$ cat src/common/acsd_pkg.sv
// Purpose: Shared constants and types for the command decoder
// Assumes: Serial port mode byte framing, eight bits MSB first
// Notes:   Channel-setup chain holds eight logical entries max
package acsd_pkg;
  // ----------------------------------------------------------------
  // Command byte fields
  // ----------------------------------------------------------------
  localparam int CMD_SET_BIT   = 7;
  localparam int CMD_ZERO_BIT  = 6;
  localparam int CMD_RW_BIT    = 3;
  localparam logic [2:0] REG_OFFSET = 3'h1;
  localparam logic [2:0] REG_GAIN   = 3'h2;
  localparam logic [2:0] REG_CONFIG = 3'h3;
  localparam logic [2:0] REG_FIFO   = 3'h4;
  localparam logic [2:0] REG_SETUP  = 3'h5;
  localparam logic [2:0] OP_CONV    = 3'h0;
  localparam logic [2:0] OP_SOFFS   = 3'h1;
  localparam logic [2:0] OP_SGAIN   = 3'h2;
  localparam logic [2:0] OP_YOFFS   = 3'h5;
  localparam logic [2:0] OP_YGAIN   = 3'h6;
  // ----------------------------------------------------------------
  // Channel-setup layout
  // ----------------------------------------------------------------
  localparam int ENTRY_W       = 12;
  localparam int NUM_ENTRIES   = 8;
  localparam int SETUP_BITS_2  = 48;
  localparam int SETUP_BITS_4  = 96;
  localparam logic [11:0] ENTRY_RESET = 12'h000;
  localparam int MAX_PERIOD_W  = 15;
  // Word rate periods in crystal cycles
  localparam logic [14:0] WR_PERIOD [8] = '{15'h0884, 15'h0444,
    15'h0214, 15'h0184, 15'h0144, 15'h4424, 15'h2214, 15'h110C};
  // ----------------------------------------------------------------
  // Types
  // ----------------------------------------------------------------
  typedef struct packed {
    logic [1:0] latch;
    logic       zero;
    logic [1:0] physSel;
    logic [2:0] wordRate;
    logic [2:0] gainRange;
    logic       unipolar;
  } acsd_entry_t;

  typedef struct packed {
    logic       valid;
    logic       isWrite;
    logic [2:0] regCode;
    logic [1:0] physChanAddr;
    logic [6:0] bitCount;
  } acsd_access_t;

  typedef struct packed {
    logic       valid;
    logic       isCal;
    logic [2:0] opCode;
    logic [2:0] logicalChan;
  } acsd_operation_t;

  typedef struct packed {
    logic multiConversion;
    logic loopFlag;
    logic readBeforeConvert;
  } acsd_flags_t;

  typedef enum logic [1:0] {
    ACSD_CMD  = 2'b00,
    ACSD_DATA = 2'b01
  } acsd_mode_t;
endpackage : acsd_pkg

$ cat src/hw/acsd_setup_mem.sv
// Purpose: Channel-setup storage, eight 12-bit logical entries
// Assumes: One write port, registered read data
// Notes:   Reset value of every entry is all zero
`timescale 1ns/100ps
`default_nettype none
module acsd_setup_mem
  import acsd_pkg::*;
(
  // Clock and reset
  input  wire logic        clk,
  input  wire logic        rst_n,
  // Write port
  input  wire logic        wrEn,
  input  wire logic [2:0]  wrAddr,
  input  wire logic [11:0] wrData,
  // Read port
  input  wire logic [2:0]  rdAddr,
  output var  logic [11:0] rdData
);
  typedef struct packed {
    logic [NUM_ENTRIES-1:0][11:0] entry;
    logic [11:0]                  rd;
  } acsd_mem_state_t;

  acsd_mem_state_t state;
  acsd_mem_state_t next_state;

  always_comb begin
    next_state = state;
    next_state.rd = state.entry[rdAddr];
    for (int i = 0; i < NUM_ENTRIES; i++) begin
      if (wrEn && wrAddr == 3'(i)) begin
        next_state.entry[i] = wrData;
      end
    end
  end

  always_ff @(posedge clk or negedge rst_n) begin
    if (!rst_n) begin
      state <= '0;
    end else begin
      state <= next_state;
    end
  end

  assign rdData = state.rd;
endmodule : acsd_setup_mem
`default_nettype wire

$ cat src/hw/acsd_command_decode.sv
// Purpose: Serial command byte decoder and channel-setup registers
// Assumes: Host drives serial clock; sampled here on clk
// Notes:   Other registers live outside; every data bit shifts, only setup data is stored here
//
// Operation
// - MSB zero means register access command
// - Channel address picks calibration set, not FIFO
// - Direction bit zero writes, one reads
// - Register select decode, reserved codes ignored
// - Setup access moves 48 or 96 bits
// - MSB one means conversion or calibration
// - Conversion pointer used only when multi flag clear; calibrations always use it
// - Operation code decode, reserved codes ignored
// - Two entries per register, first in MSBs
// - Latch pins follow active entry top bits in command mode only; they hold through data mode
// - Physical select codes pick inputs one-four
// - Word rate sets conversion period
// - Gain field selects input range
// - Polarity bit zero bipolar, one unipolar
// - Non-calibration commands enter data mode
`timescale 1ns/100ps
`default_nettype none
module acsd_command_decode
  import acsd_pkg::*;
#(
  parameter bit FOUR_CHANNEL = 1'b1
)
(
  // Clock and reset
  input  wire logic            clk,
  input  wire logic            rst_n,
  // Serial port pins
  input  wire logic            chipSelect_n,
  input  wire logic            serialClock,
  input  wire logic            serialDataIn,
  output logic                 serialDataOut,
  output logic                 serialDataOutEn,
  // Configuration flags from the configuration register
  input  wire acsd_flags_t     cfgFlags,
  input  wire logic [2:0]      activeEntry,
  // Decoded requests
  output acsd_access_t         accessReq,
  output acsd_operation_t      operationReq,
  output acsd_flags_t          effFlags,
  // Active entry decode
  output logic [1:0]           latchOut,
  output logic [1:0]           physInput,
  output logic [14:0]          convPeriod,
  output logic [2:0]           gainRange,
  output logic                 unipolar
);
  // ----------------------------------------------------------------
  // State
  // ----------------------------------------------------------------
  typedef struct packed {
    logic [1:0]      csSync;
    logic [1:0]      sclkSync;
    logic [1:0]      sdiSync;
    logic            sclkPrev;
    acsd_mode_t      mode;
    logic [7:0]      shiftIn;
    logic [3:0]      bitCnt;
    logic [6:0]      dataLeft;
    logic            dataWrite;
    logic [11:0]     entryShift;
    logic [3:0]      entryBit;
    logic [2:0]      entryIdx;
    logic            sdo;
    acsd_access_t    access;
    acsd_operation_t operation;
    acsd_flags_t     flags;
    logic [11:0]     active;
  } acsd_state_t;

  acsd_state_t state;
  acsd_state_t next_state;
  logic        memWrEn;
  logic [2:0]  memRdAddr;
  logic [11:0] memRdData;
  logic        rise;
  logic        fall;
  logic        csActive;
  logic [7:0]  cmd;
  logic [6:0]  setupBits;

  assign setupBits = FOUR_CHANNEL ? 7'(SETUP_BITS_4) : 7'(SETUP_BITS_2);
  assign rise     = state.sclkSync[1] & ~state.sclkPrev;
  assign fall     = ~state.sclkSync[1] & state.sclkPrev;
  assign csActive = ~state.csSync[1];
  assign cmd      = {state.shiftIn[6:0], state.sdiSync[1]};
  assign memWrEn  = state.mode == ACSD_DATA && rise && csActive
                    && state.dataWrite && state.entryBit == 4'hB;
  assign memRdAddr = (state.mode == ACSD_DATA) ? state.entryIdx
                                               : activeEntry;

  // ----------------------------------------------------------------
  // Next state
  // ----------------------------------------------------------------
  always_comb begin
    next_state = state;
    next_state.csSync   = {state.csSync[0], chipSelect_n};
    next_state.sclkSync = {state.sclkSync[0], serialClock};
    next_state.sdiSync  = {state.sdiSync[0], serialDataIn};
    next_state.sclkPrev = state.sclkSync[1];
    next_state.access.valid    = 1'b0;
    next_state.operation.valid = 1'b0;
    if (state.mode == ACSD_CMD) begin
      next_state.active = memRdData;
    end
    if (!csActive) begin
      next_state.bitCnt = 4'h0;
    end else if (state.mode == ACSD_CMD && rise) begin
      next_state.shiftIn = cmd;
      next_state.bitCnt  = state.bitCnt + 4'h1;
      if (state.bitCnt == 4'h7) begin
        next_state.bitCnt = 4'h0;
        if (!cmd[CMD_SET_BIT]) begin
          // Bit six is trusted to be zero; not checked
          if (cmd[2:0] inside {REG_OFFSET, REG_GAIN, REG_CONFIG,
                               REG_FIFO, REG_SETUP}) begin
            next_state.access.valid   = 1'b1;
            next_state.access.isWrite = ~cmd[CMD_RW_BIT];
            next_state.access.regCode = cmd[2:0];
            next_state.access.physChanAddr =
              (cmd[2:0] == REG_FIFO) ? 2'h0 : cmd[5:4];
            next_state.access.bitCount =
              (cmd[2:0] == REG_SETUP) ? setupBits : 7'd24;
            next_state.mode = ACSD_DATA;
            next_state.dataLeft = (cmd[2:0] == REG_SETUP) ? setupBits
                                                          : 7'd24;
            next_state.dataWrite = ~cmd[CMD_RW_BIT]
                                   && cmd[2:0] == REG_SETUP;
            next_state.entryIdx  = 3'h0;
            next_state.entryBit  = 4'h0;
          end
        end else if (cmd[2:0] inside {OP_CONV, OP_SOFFS, OP_SGAIN,
                                      OP_YOFFS, OP_YGAIN}) begin
          next_state.operation.valid = 1'b1;
          next_state.operation.opCode = cmd[2:0];
          next_state.operation.isCal  = cmd[2:0] != OP_CONV;
          // Calibrations ignore the multi flag, so their pointer holds
          next_state.operation.logicalChan =
            (cfgFlags.multiConversion && cmd[2:0] == OP_CONV)
            ? 3'h0 : cmd[5:3];
          if (cmd[2:0] != OP_CONV) begin
            next_state.flags = '0;
          end else begin
            next_state.flags = cfgFlags;
            next_state.mode  = ACSD_DATA;
            next_state.dataLeft  = 7'd24;
            next_state.dataWrite = 1'b0;
          end
        end
      end
    end else if (state.mode == ACSD_DATA) begin
      if (rise) begin
        next_state.entryShift = {state.entryShift[10:0],
                                 state.sdiSync[1]};
        next_state.entryBit   = state.entryBit + 4'h1;
        if (state.entryBit == 4'hB) begin
          next_state.entryBit = 4'h0;
          next_state.entryIdx = state.entryIdx + 3'h1;
        end
        next_state.dataLeft = state.dataLeft - 7'h1;
        if (state.dataLeft == 7'h1) begin
          next_state.mode = ACSD_CMD;
        end
      end
      if (fall && state.access.regCode == REG_SETUP) begin
        next_state.sdo = memRdData[4'hB - state.entryBit];
      end
    end
  end

  always_ff @(posedge clk or negedge rst_n) begin
    if (!rst_n) begin
      state          <= '0;
      state.csSync   <= 2'b11;
      state.mode     <= ACSD_CMD;
      state.active   <= ENTRY_RESET;
    end else begin
      state <= next_state;
    end
  end

  acsd_setup_mem u_mem (
    .clk    (clk),
    .rst_n  (rst_n),
    .wrEn   (memWrEn),
    .wrAddr (state.entryIdx),
    .wrData ({state.entryShift[10:0], state.sdiSync[1]}),
    .rdAddr (memRdAddr),
    .rdData (memRdData)
  );

  // ----------------------------------------------------------------
  // Outputs
  // ----------------------------------------------------------------
  assign serialDataOut   = state.sdo;
  assign serialDataOutEn = csActive;
  assign accessReq       = state.access;
  assign operationReq    = state.operation;
  assign effFlags        = state.flags;
  assign latchOut   = state.active[11:10];
  assign physInput  = state.active[8:7];
  assign convPeriod = WR_PERIOD[state.active[6:4]];
  assign gainRange  = state.active[3:1];
  assign unipolar   = state.active[0];

  // ----------------------------------------------------------------
  // Checks
  // ----------------------------------------------------------------
  chk_cal_flags: assert property (@(posedge clk) disable iff (!rst_n)
    operationReq.valid && operationReq.isCal |-> effFlags == '0)
    else $error("calibration kept flags");
  chk_reserved_idle: assert property (@(posedge clk) disable iff (!rst_n)
    state.mode == ACSD_CMD && rise && csActive && state.bitCnt == 4'h7
    && !cmd[7] && cmd[2:0] inside {3'h0, 3'h6, 3'h7}
    |=> state.mode == ACSD_CMD && !accessReq.valid)
    else $error("reserved code acted");
  chk_write_dir: assert property (@(posedge clk) disable iff (!rst_n)
    accessReq.valid |-> accessReq.isWrite == ~state.shiftIn[CMD_RW_BIT])
    else $error("direction wrong");
  chk_fifo_addr: assert property (@(posedge clk) disable iff (!rst_n)
    accessReq.valid && accessReq.regCode == REG_FIFO
    |-> accessReq.physChanAddr == 2'h0)
    else $error("fifo address used");
  chk_setup_len: assert property (@(posedge clk) disable iff (!rst_n)
    accessReq.valid && accessReq.regCode == REG_SETUP
    |-> state.dataLeft == setupBits)
    else $error("setup length wrong");
  chk_data_mode: assert property (@(posedge clk) disable iff (!rst_n)
    accessReq.valid |-> state.mode == ACSD_DATA)
    else $error("no data mode");
  chk_pointer_mc: assert property (@(posedge clk) disable iff (!rst_n)
    operationReq.valid && !operationReq.isCal
    && $past(cfgFlags.multiConversion)
    |-> operationReq.logicalChan == 3'h0)
    else $error("pointer used in multi mode");
  chk_cal_pointer: assert property (@(posedge clk) disable iff (!rst_n)
    operationReq.valid && operationReq.isCal
    |-> operationReq.logicalChan == state.shiftIn[5:3])
    else $error("calibration pointer dropped");
  chk_cal_cmd_mode: assert property (@(posedge clk) disable iff (!rst_n)
    operationReq.valid && operationReq.isCal |-> state.mode == ACSD_CMD)
    else $error("calibration entered data mode");
  chk_latch_follow: assert property (@(posedge clk) disable iff (!rst_n)
    state.mode == ACSD_CMD
    |=> latchOut == $past(memRdData[11:10]))
    else $error("latch not following entry");
endmodule : acsd_command_decode
`default_nettype wire

$ cat config.mk
export PLATFORM = sky130hd
export DESIGN_NAME = acsd_command_decode
export DESIGN_NICKNAME = d
export VERILOG_FILES = /design/src/common/acsd_pkg.sv /design/src/hw/acsd_setup_mem.sv /design/src/hw/acsd_command_decode.sv
export SDC_FILE = /design/constraint.sdc
export NUM_CORES = 1
export LEC_CHECK = 0
export BUFFER_PORTS_ARGS = -buffer_cell sky130_fd_sc_hd__buf_2
export CAP_MARGIN = 30
export CORE_MARGIN = 1.5
export CORE_UTILIZATION = 30
export CTS_CLUSTER_DIAMETER = 100
export DETAILED_ROUTE_END_ITERATION = 10
export SYNTH_ARGS = -nofsm -noshare
export SYNTH_HDL_FRONTEND = slang
export SYNTH_SLANG_ARGS = --single-unit
$ cat constraint.sdc
create_clock -name clk -period 3.4 [get_ports clk]
set_input_delay 0.68 -clock clk [delete_from_list [all_inputs] [get_ports clk]]
set_output_delay 0.68 -clock clk [all_outputs]
set_load 0.005 [all_outputs]
---- Word level (Yosys, flattened, before mapping) ----
Memories as Yosys holds them, arrays and structs flattened.
Cells that the tools add are included.
Widths: inputs -> output; s select.
word-level totals
  bits in registers ....................... 192
  ROM bits ................................ 120
  output and inout port bits .............. 50
  memories ................................ 1
memory list
  name              depth  bits a word  rd ports  clocked after Yosys merged registers in  write ports  line                        text
  (name not given)  8      15           1         0                                        0            acsd_command_decode.sv:206  assign convPeriod = WR_PERIOD[state.active[6:4]];
cells by class
  add/sub/neg operators ................... 5
  order comparisons ....................... 3
  eq/ne operators ......................... 26
  muxes and demuxes ....................... 45
  bitwise gates (word level) .............. 9
  reductions and logical operators ........ 38
operators with widths
  operator             number
  $mux 25              3
  $mux 7               10
  $mux 8               5
  $bmux 12 s3          1
  $mux 15              2
  $mux 14              2
  $eq 3x3->1 const B   8
  $mux 12              2
  $mux 11              2
  $mux 2               10
  $logic_and 1x1->1    16
  $reduce_and 7->1     2
  $eq 3x2->1 const B   4
  $reduce_and 6->1     2
  $reduce_bool 2->1    6
  $reduce_and 5->1     2
  $reduce_bool 5->1    2
  $mux 3               3
  $add 4x1->4 const B  2
  $mux 4               2
  $reduce_and 4->1     2
  $reduce_and 8->1     1
  $eq 7x1->1 const B   1
  $sub 7x1->7 const B  1
  other kinds (22)     35

---- Depth between registers and ports, before layout ----
Gate-level depths: netlist of run 1.
  depth in word-level cells ............... 8
  depth in mapped cells ................... 8
  depth with buffers taken out ............ 7

---- By module ----
A second synthesis of run 1 with hierarchy kept.
second synthesis, totals
  cells, all modules ...................... 632
  area, all modules ....................... 8779.7 µm²
by module, submodules not included
  module               instances  cells an instance  area an instance (µm²)
  acsd_setup_mem       1          275                4804.6
  acsd_command_decode  1          357                3975.1

---- Least setup slack after synthesis of run 1 ----
No wires, ideal clock.
  path type ............................... reg2reg
  from .................................... register state[38] (netlist name)
  to ...................................... register u_mem.state[12] (netlist name)
  arrival time ............................ 1.879 ns
  data required time ...................... 3.275 ns
  setup slack ............................. 1.397 ns
  stages on the path, launching flop included .. 8
  buffers on the path ..................... 3
  clock period less this slack ............ 2.003 ns
  cell sequence ........................... dfrtp_1 clkbuf_1 inv_1 buf_1 ha_1 and3_1 buf_4 mux2_2
between the ends
  cells in the longest elaborated chain, start to end .. 2
ends and longest elaborated chain
  item                    line                        text
  from (decl)             acsd_command_decode.sv:75   acsd_state_t state;
  from (signal assigned)  acsd_command_decode.sv:182  state <= next_state;
  $logic_not 3->1         acsd_setup_mem.sv:32        if (wrEn && wrAddr == 3'(i)) begin
  $logic_and 1x1->1       acsd_setup_mem.sv:32
  to (signal assigned)    acsd_setup_mem.sv:42        state <= next_state;
  to (decl)               acsd_setup_mem.sv:25        acsd_mem_state_t state;
No other way between the ends.
A chain may end at the register's enable or synchronous reset.

---- Worst setup path in the final report of run 1 ----
  from .................................... register state[41] (netlist name)
  to ...................................... register u_mem.state[24] (netlist name)
between the ends
  cells in the longest elaborated chain, start to end .. 3
ends and longest elaborated chain
  item               line                       text
  $eq 4x4->1         acsd_command_decode.sv:92  && state.dataWrite && state.entryBit == 4'hB;
  $logic_and 1x1->1  acsd_command_decode.sv:92
  $logic_and 1x1->1  acsd_setup_mem.sv:32
No other way between the ends.

==> results of run 1 <==
registers in the layout (all words and copies together), names as in the netlist:
register and flops:
unipolar 1, latchOut 2, cmd 8, u_mem.state 96
physInput 2, state 36, accessReq 9, next_state 4
u_mem.rdData 12, gainRange 3, effFlags 3, serialDataOut 1
operationReq 8
stage by stage:
stage,setup WS [ns],std cells,area (µm²),power [W],hold WS [ns]
floorplan,1.40,797,9100,0.00252,0.331
global placement,0.950,1156,9440,0.00262,0.347
detailed placement,0.869,1156,9440,0.00263,0.347
CTS,0.841,1186,10000,0.00463,0.199
global route,0.648,1186,10000,0.00474,0.219
finish,0.828,1187,10000,0.00457,0.191
power by group through the flow:
stage	clock (W)	sequential, W	combinational, W
2_1_floorplan	0	0.00232	0.000201
3_3_place_gp	0	0.00237	0.000254
3_5_place_dp	0	0.00237	0.000258
4_1_cts	0.00204	0.00232	0.000258
5_1_grt	0.00213	0.00233	0.000286
6_report	0.00200	0.00232	0.000251
layout by cell type (no fill, tap or decap), types with 16 or more instances in the layout:
cell type    n
nor3_1      22
o21ai_0     47
mux2_2     127
ha_1        16
buf_2       53
nand2_1     57
mux2i_1     27
dfrtp_1    182
clkbuf_16   17
nor2_1      58
cells by family after synthesis:
kind of cell	share of synthesized area
AND/OR/NAND/NOR	0.104
flip-flops	0.510
multiplexers	0.196
AO/OA/AOI/OAI	0.0980
buffers and inverters	0.0690
adder cells (fa/ha/maj)	0.0220
other	0.000826
XOR/XNOR	0.000964
worst paths after layout:
check	from	endpoint	slack, ns
worst max-delay path	state[41]$_DFFE_PN0P_	u_mem.state[24]$_DFFE_PN0P_	0.83
worst min-delay path	rst_n	u_mem.state[92]$_DFFE_PN0P_	0.19
worst max register to register	state[41]$_DFFE_PN0P_	u_mem.state[24]$_DFFE_PN0P_	0.83
worst min register to register	next_state[85]$_DFF_PN1_	state[85]$_DFF_PN1_	0.36
max in group asynchronous	rst_n	next_state[85]$_DFF_PN1_	2.32
min in group clk	next_state[85]$_DFF_PN1_	state[85]$_DFF_PN1_	0.36
layout make-up:
class / count / area (µm²)
inverter: 14 / 52.6
fill: 2938 / 19700
clock buffer: 19 / 453
timing repair buffer: 66 / 407
antenna: 1 / 2.50
multi-input combinational: 501 / 3860
sequential: 185 / 4630
tap: 390 / 488
clock inverter: 11 / 136
per-layer routing:
metal  wire length, µm  track usage  up-vias
met5                10            0        -
met4               275       0.0438        2
met3               857       0.0266       16
met2              8840        0.204      112
met1              9550        0.183     2969
li1                  -            -     2748
==> summary.md, run 1 <==
| Metric | Value |
|---|---|
| Max Slew Vio Count | 0 |
| Core area | 29,700 µm² |
| CP Depth | 5 |
| Slew @ Worst Pin | 0.813 ns |
| Max Root-Sink Buffers | 2 |
| DRC | 0 |
| RSZ-0062 raised after global routing | no |
| Clock transition at the registers of the reported paths | 0.07 ns |
| Cells after synthesis | 793 |
| CP arrival | 2.88 ns |
| Root buf cell | clkbuf_16 |
| Max-cap violation count | 0 |
| Fin crit period | 2.57 ns |
| WS Path Type | reg -> reg |
| Crit. End Element | flop |
| Most frequent cells after synthesis | 183 x dfrtp_1, 127 x mux2_2, 58 x nor2_1 |
| Detailed Place HPWL | 12.6 mm |
| Clock network power share | 0.437 |
| Hold_buf cts | 0 |
| CP required | 3.70 ns |
| Die area | 31,300 µm² |
| Mapped cell area | 9090 µm² |
| Post-route ant nets | 0 |
| First DRT Iteration DRCs | 310 |
| Post-synthesis register bit count | 185 |
| Initial cell density of the core | 0.306 |
| Register share of total power | 0.508 |
| TNS Setup | 0 ns |
| Max Clk Rate | 0.389 GHz |
| Yosys top cell area share | 0.504 |
| Crit share post-route | 0.757 |
| Internal | 0.00349 W |
| Vias in the first global route | 5,774 |
| # H-tree levels | 4 |
| Port bufs | 54 |
| # rows | 63 |
| Worst VDD drop | 0.294 mV |
| Die width | 177 µm |
| Ys Warns | 0 |
| Final Hold Viols | 0 |
| Most used cell along the critical path | and3_1 |
| Final core utilization | 0.338 |
| Synth top area cells | dfrtp_1 50%, mux2_2 16%, buf_4 3.6%, mux2i_1 3.1%, o21ai_0 2.6% |
| Layout cell share with drive strength beyond 1 | 0.308 |
| GRT Util Overall | 0.132 |
| Syn Area/Cell | 11.5 µm² |
| CP bufs+invs | 0 |
| Critical-path cell list | ha_1 > and2_1 > and3_1 > and3_1 > mux2_2 |
| Chip Height | 177 µm |
| First-pass GRT wire length | 32.0 mm |
| Routed Wire Length | 19.5 mm |
| WL/cell | 16.5 µm |
| Clock tree from TritonCTS | yes |
| Grt total ovfl | 0 |
| CP max FO | 12 |
| Cell taking the most area after synthesis | dfrtp_1 |
| Top_reg_cell synth | dfrtp_1 |
| Sw Ratio | 0.238 |
| Io pins | 61 |
| Placer Congestion | 0.777 |
| Nets | 812 |
| Worst reg2reg path depth | 5 |
| TritonCTS Buffers | 17 |
| Most frequent cell after synthesis | dfrtp_1 |
| EDFF count, synth | 0 |
| CTS-repair resized insts | 0 |
| Pleak | 4.81 nW |
| Register area share after synthesis | 0.510 |
| Worst stage delay on the critical path | 0.67 ns |
| Post-CTS Setup Inserts | 0 |
| Clk Latency, worst-skew pair | 0.42 ns |
| Final setup violating endpoints | 0 |
| HP Class | in -> async |
| Cell variety after synth | 57 |
| Area Overhead vs Synth | 10.4% |
| Gate power share | 0.055 |
| CTS sink cnt | 185 |
| Sw power | 0.00109 W |
| Final clock skew | 0.0123 ns |
| Status | finished clean |
| Asr flop ratio synth | 1.00 |
| Largest net degree at the start of global routing | 75 |
| CP delay by family, top | simple AND/OR/NAND/NOR gates |
| CP Launch Type | flop |
| DRT Pass-1 Iters | 4 |
| DR vias | 5,847 |
| Cell area power density | 456 nW/µm² |
| DR vias/cell | 4.93 |
| Relative slew slack | 0.458 |
| Antenna violations before repair | 2 |
| Critical-path top delay cell | and3_1 |
Power figures use the tool's default switching activity.
==> run 2: changes to the inputs <==
==> constraint.sdc (replaced) <==
create_clock -name clk -period 2.1 [get_ports clk]
set_input_delay 0.42 -clock clk [delete_from_list [all_inputs] [get_ports clk]]
set_output_delay 0.42 -clock clk [all_outputs]
set_load 0.005 [all_outputs]
==> run 2 against run 1 <==
  * Hold slack lost 0.098 ns
  * Global-route usage grew 0.64 points
  * Non-clock buffer count grew 54
  * Critical path depth grew 2
  * Highest routed layer is now met4
==> summary.md, run 2 (same netlist as run 1, synthesis figures left out) <==
| Metric | Value |
|---|---|
| Status | finished clean (unchanged) |
| Layout cell share with drive strength beyond 1 | 0.357 (was 0.308) |
| Most frequent cells in the layout | 181 x dfrtp_1, 127 x mux2_2, 58 x nor2_1 (was 182 x dfrtp_1, 127 x mux2_2, 58 x nor2_1) |
| Inserted Diodes | 0 (was 1) |
| Pwr Total | 0.00748 W (was 0.00457 W) |
| Crit. End Element | flop (unchanged) |
| Internal | 0.00566 W (was 0.00349 W) |
| Crit share post-route | 0.967 (was 0.757) |
| Worst R2R Start | state[43]$_DFFE_PN0P_ (was state[41]$_DFFE_PN0P_) |
| Fin crit period | 2.03 ns (was 2.57 ns) |
| DRC | 0 (unchanged) |
| Final clock skew | 0.0105 ns (was 0.0123 ns) |
| Max Root-Sink Buffers | 2 (unchanged) |
| Sw power | 0.00182 W (was 0.00109 W) |
| Placed standard-cell area | 9900 µm² (was 9440 µm²) |
| Pleak | 5.11 nW (was 4.81 nW) |
| CP Launch Type | flop (unchanged) |
| Die width | 177 µm (unchanged) |
| Core area | 29,700 µm² (unchanged) |
| CP arrival | 2.34 ns (was 2.88 ns) |
| Setup ws final | 0.0689 ns (was 0.828 ns) |
| Nets | 866 (was 812) |
| Post-route ant nets | 0 (unchanged) |
| Io pins | 61 (unchanged) |
| # rows | 63 (unchanged) |
| CTS sink cnt | 185 (unchanged) |
| Worst VDD drop | 0.451 mV (was 0.294 mV) |
| Clock transition at the registers of the reported paths | 0.07 ns (about the same) |
| Chip Height | 177 µm (unchanged) |
| Die area | 31,300 µm² (unchanged) |
| DRT Pass-1 Iters | 5 (was 4) |
| CP required | 2.41 ns (was 3.70 ns) |
| Antenna violations before repair | 1 (was 2) |
| WL/cell | 16.4 µm (was 16.5 µm) |
| Hold path cells | 1 |
| Max reg flops | 96 (unchanged) |
| Biggest register | u_mem.state (unchanged) |
| TritonCTS Buffers | 17 (unchanged) |
| Register share of total power | 0.498 (was 0.508) |
| RSZ-0062 raised after global routing | yes (was no) |
| HP Class | in -> reg (was in -> async) |
| Critical hold path startpoint | chipSelect_n |
| Clock network power share | 0.430 (was 0.437) |
| Placer Congestion | 0.762 (was 0.777) |
| Dpl cells | 1,207 (was 1,156) |
| Routed Wire Length | 20.4 mm (was 19.5 mm) |
| Worst reg2reg path depth | 7 (was 5) |
| Non-filler cells, final | 1,242 (was 1,187) |
| Max-cap violation count | 0 (unchanged) |
| CP max FO | 8 (was 12) |
| Grt total ovfl | 0 (unchanged) |
| Critical Path Start | state[43]$_DFFE_PN0P_ (was state[41]$_DFFE_PN0P_) |
| Largest net degree at the start of global routing | 47 (was 75) |
| Max Clk Rate | 0.492 GHz (was 0.389 GHz) |
| Gate power share | 0.072 (was 0.055) |
| Final instance area | 10,600 µm² (was 10,000 µm²) |
| Final Hold Viols | 0 (unchanged) |
| Cell area power density | 708 nW/µm² (was 456 nW/µm²) |
| Clock tree from TritonCTS | yes (unchanged) |
| DR vias/cell | 4.87 (was 4.93) |
| # H-tree levels | 4 (unchanged) |
| DR vias | 6,054 (was 5,847) |
| Sw Ratio | 0.243 (was 0.238) |
| Dpl ws | 0.0339 ns (was 0.869 ns) |
| Port bufs | 54 (unchanged) |
| Max Slew Vio Count | 0 (unchanged) |
| Root buf cell | clkbuf_16 (unchanged) |
| Vias in the first global route | 5,987 (was 5,774) |
| Area Overhead vs Synth | 16.3% (was 10.4%) |
| GRT Util Overall | 0.138 (was 0.132) |
| Detailed Place HPWL | 14.0 mm (was 12.6 mm) |
| TNS Setup | 0 ns (unchanged) |
| Commonest non-fill, non-tap cell in the layout | dfrtp_1 (unchanged) |
| Clk Latency, worst-skew pair | 0.43 ns (was 0.42 ns) |
| First-pass GRT wire length | 33.3 mm (was 32.0 mm) |
| First DRT Iteration DRCs | 432 (was 310) |
| Final setup violating endpoints | 0 (unchanged) |
| WS Path Type | reg -> reg (unchanged) |
| Initial cell density of the core | 0.306 (unchanged) |
## run 2: cell count changes in the layout (fill, tap and decap cells not counted), moves of 2 or more
| cell | change |
|---|---|
| buf_4 | +45 |
| clkbuf_8 | -2 |
| buf_12 | +7 |
| inv_6 | +2 |
## run 2: stage by stage
step,utilization,hold slack [ns]
6_report,0.356,0.0927
5_1_grt,0.356,0.0749
4_1_cts,0.353,0.0756
3_5_place_dp,0.333,0.349
3_3_place_gp,0.333,0.337
2_1_floorplan,-,0.124
## run 2: cell type report
type,count,area (µm²)
sequential,185,4630
clock buffer,18,429
timing repair buffer,120,906
fill,2919,19200
tap,390,488
inverter,14,52.6
clock inverter,14,164
multi-input combinational,501,3890
## run 2: power by group through the flow
stage,registers [W],clock network (W),logic (W)
after floorplan,0.00375,0,0.000326
after global placement,0.00379,0,0.000531
after detailed placement,0.00379,0,0.000535
after CTS,0.00372,0.00332,0.000539
after global routing,0.00373,0.00347,0.000601
final,0.00372,0.00322,0.000539
## run 2: what timing repair did
action | in CTS | in global routing
endpoints found under the setup margin | 0 | 79
gates resized for setup | 0 | 8
hold buffers | 1 | 0
buffers inserted | 0 | 2
endpoints found under the hold margin | 38 | 0
## run 2: layer usage
metal | part of all wire | GRT usage | wire, µm | vias up
met5 | 0 | 0 | 0 | -
met4 | 0.014 | 0.0452 | 294 | 0
met3 | 0.048 | 0.0288 | 971 | 17
met2 | 0.46 | 0.214 | 9440 | 144
met1 | 0.47 | 0.191 | 9680 | 3023
li1 | - | - | - | 2870
## run 2: path summary, 6_finish.rpt
check,endpoint,slack (ns)
max in group asynchronous,state[38]$_DFFE_PN0P_,0.91
worst min-delay path,next_state[85]$_DFF_PN1_,0.09
worst min register to register,state[85]$_DFF_PN1_,0.36
min in group asynchronous,state[53]$_DFFE_PN0P_,0.48
worst max register to register,u_mem.state[27]$_DFFE_PN0P_,0.07
worst max-delay path,u_mem.state[27]$_DFFE_PN0P_,0.07
## run 2: critical path, cell delays in order (launching register included)
cell and delay [ns]:
dfrtp_1 0.38, inv_1 0.07, ha_1 0.20, and2_1 0.16
and3_2 0.30, and3_1 0.23, buf_4 0.20, mux2_2 0.36
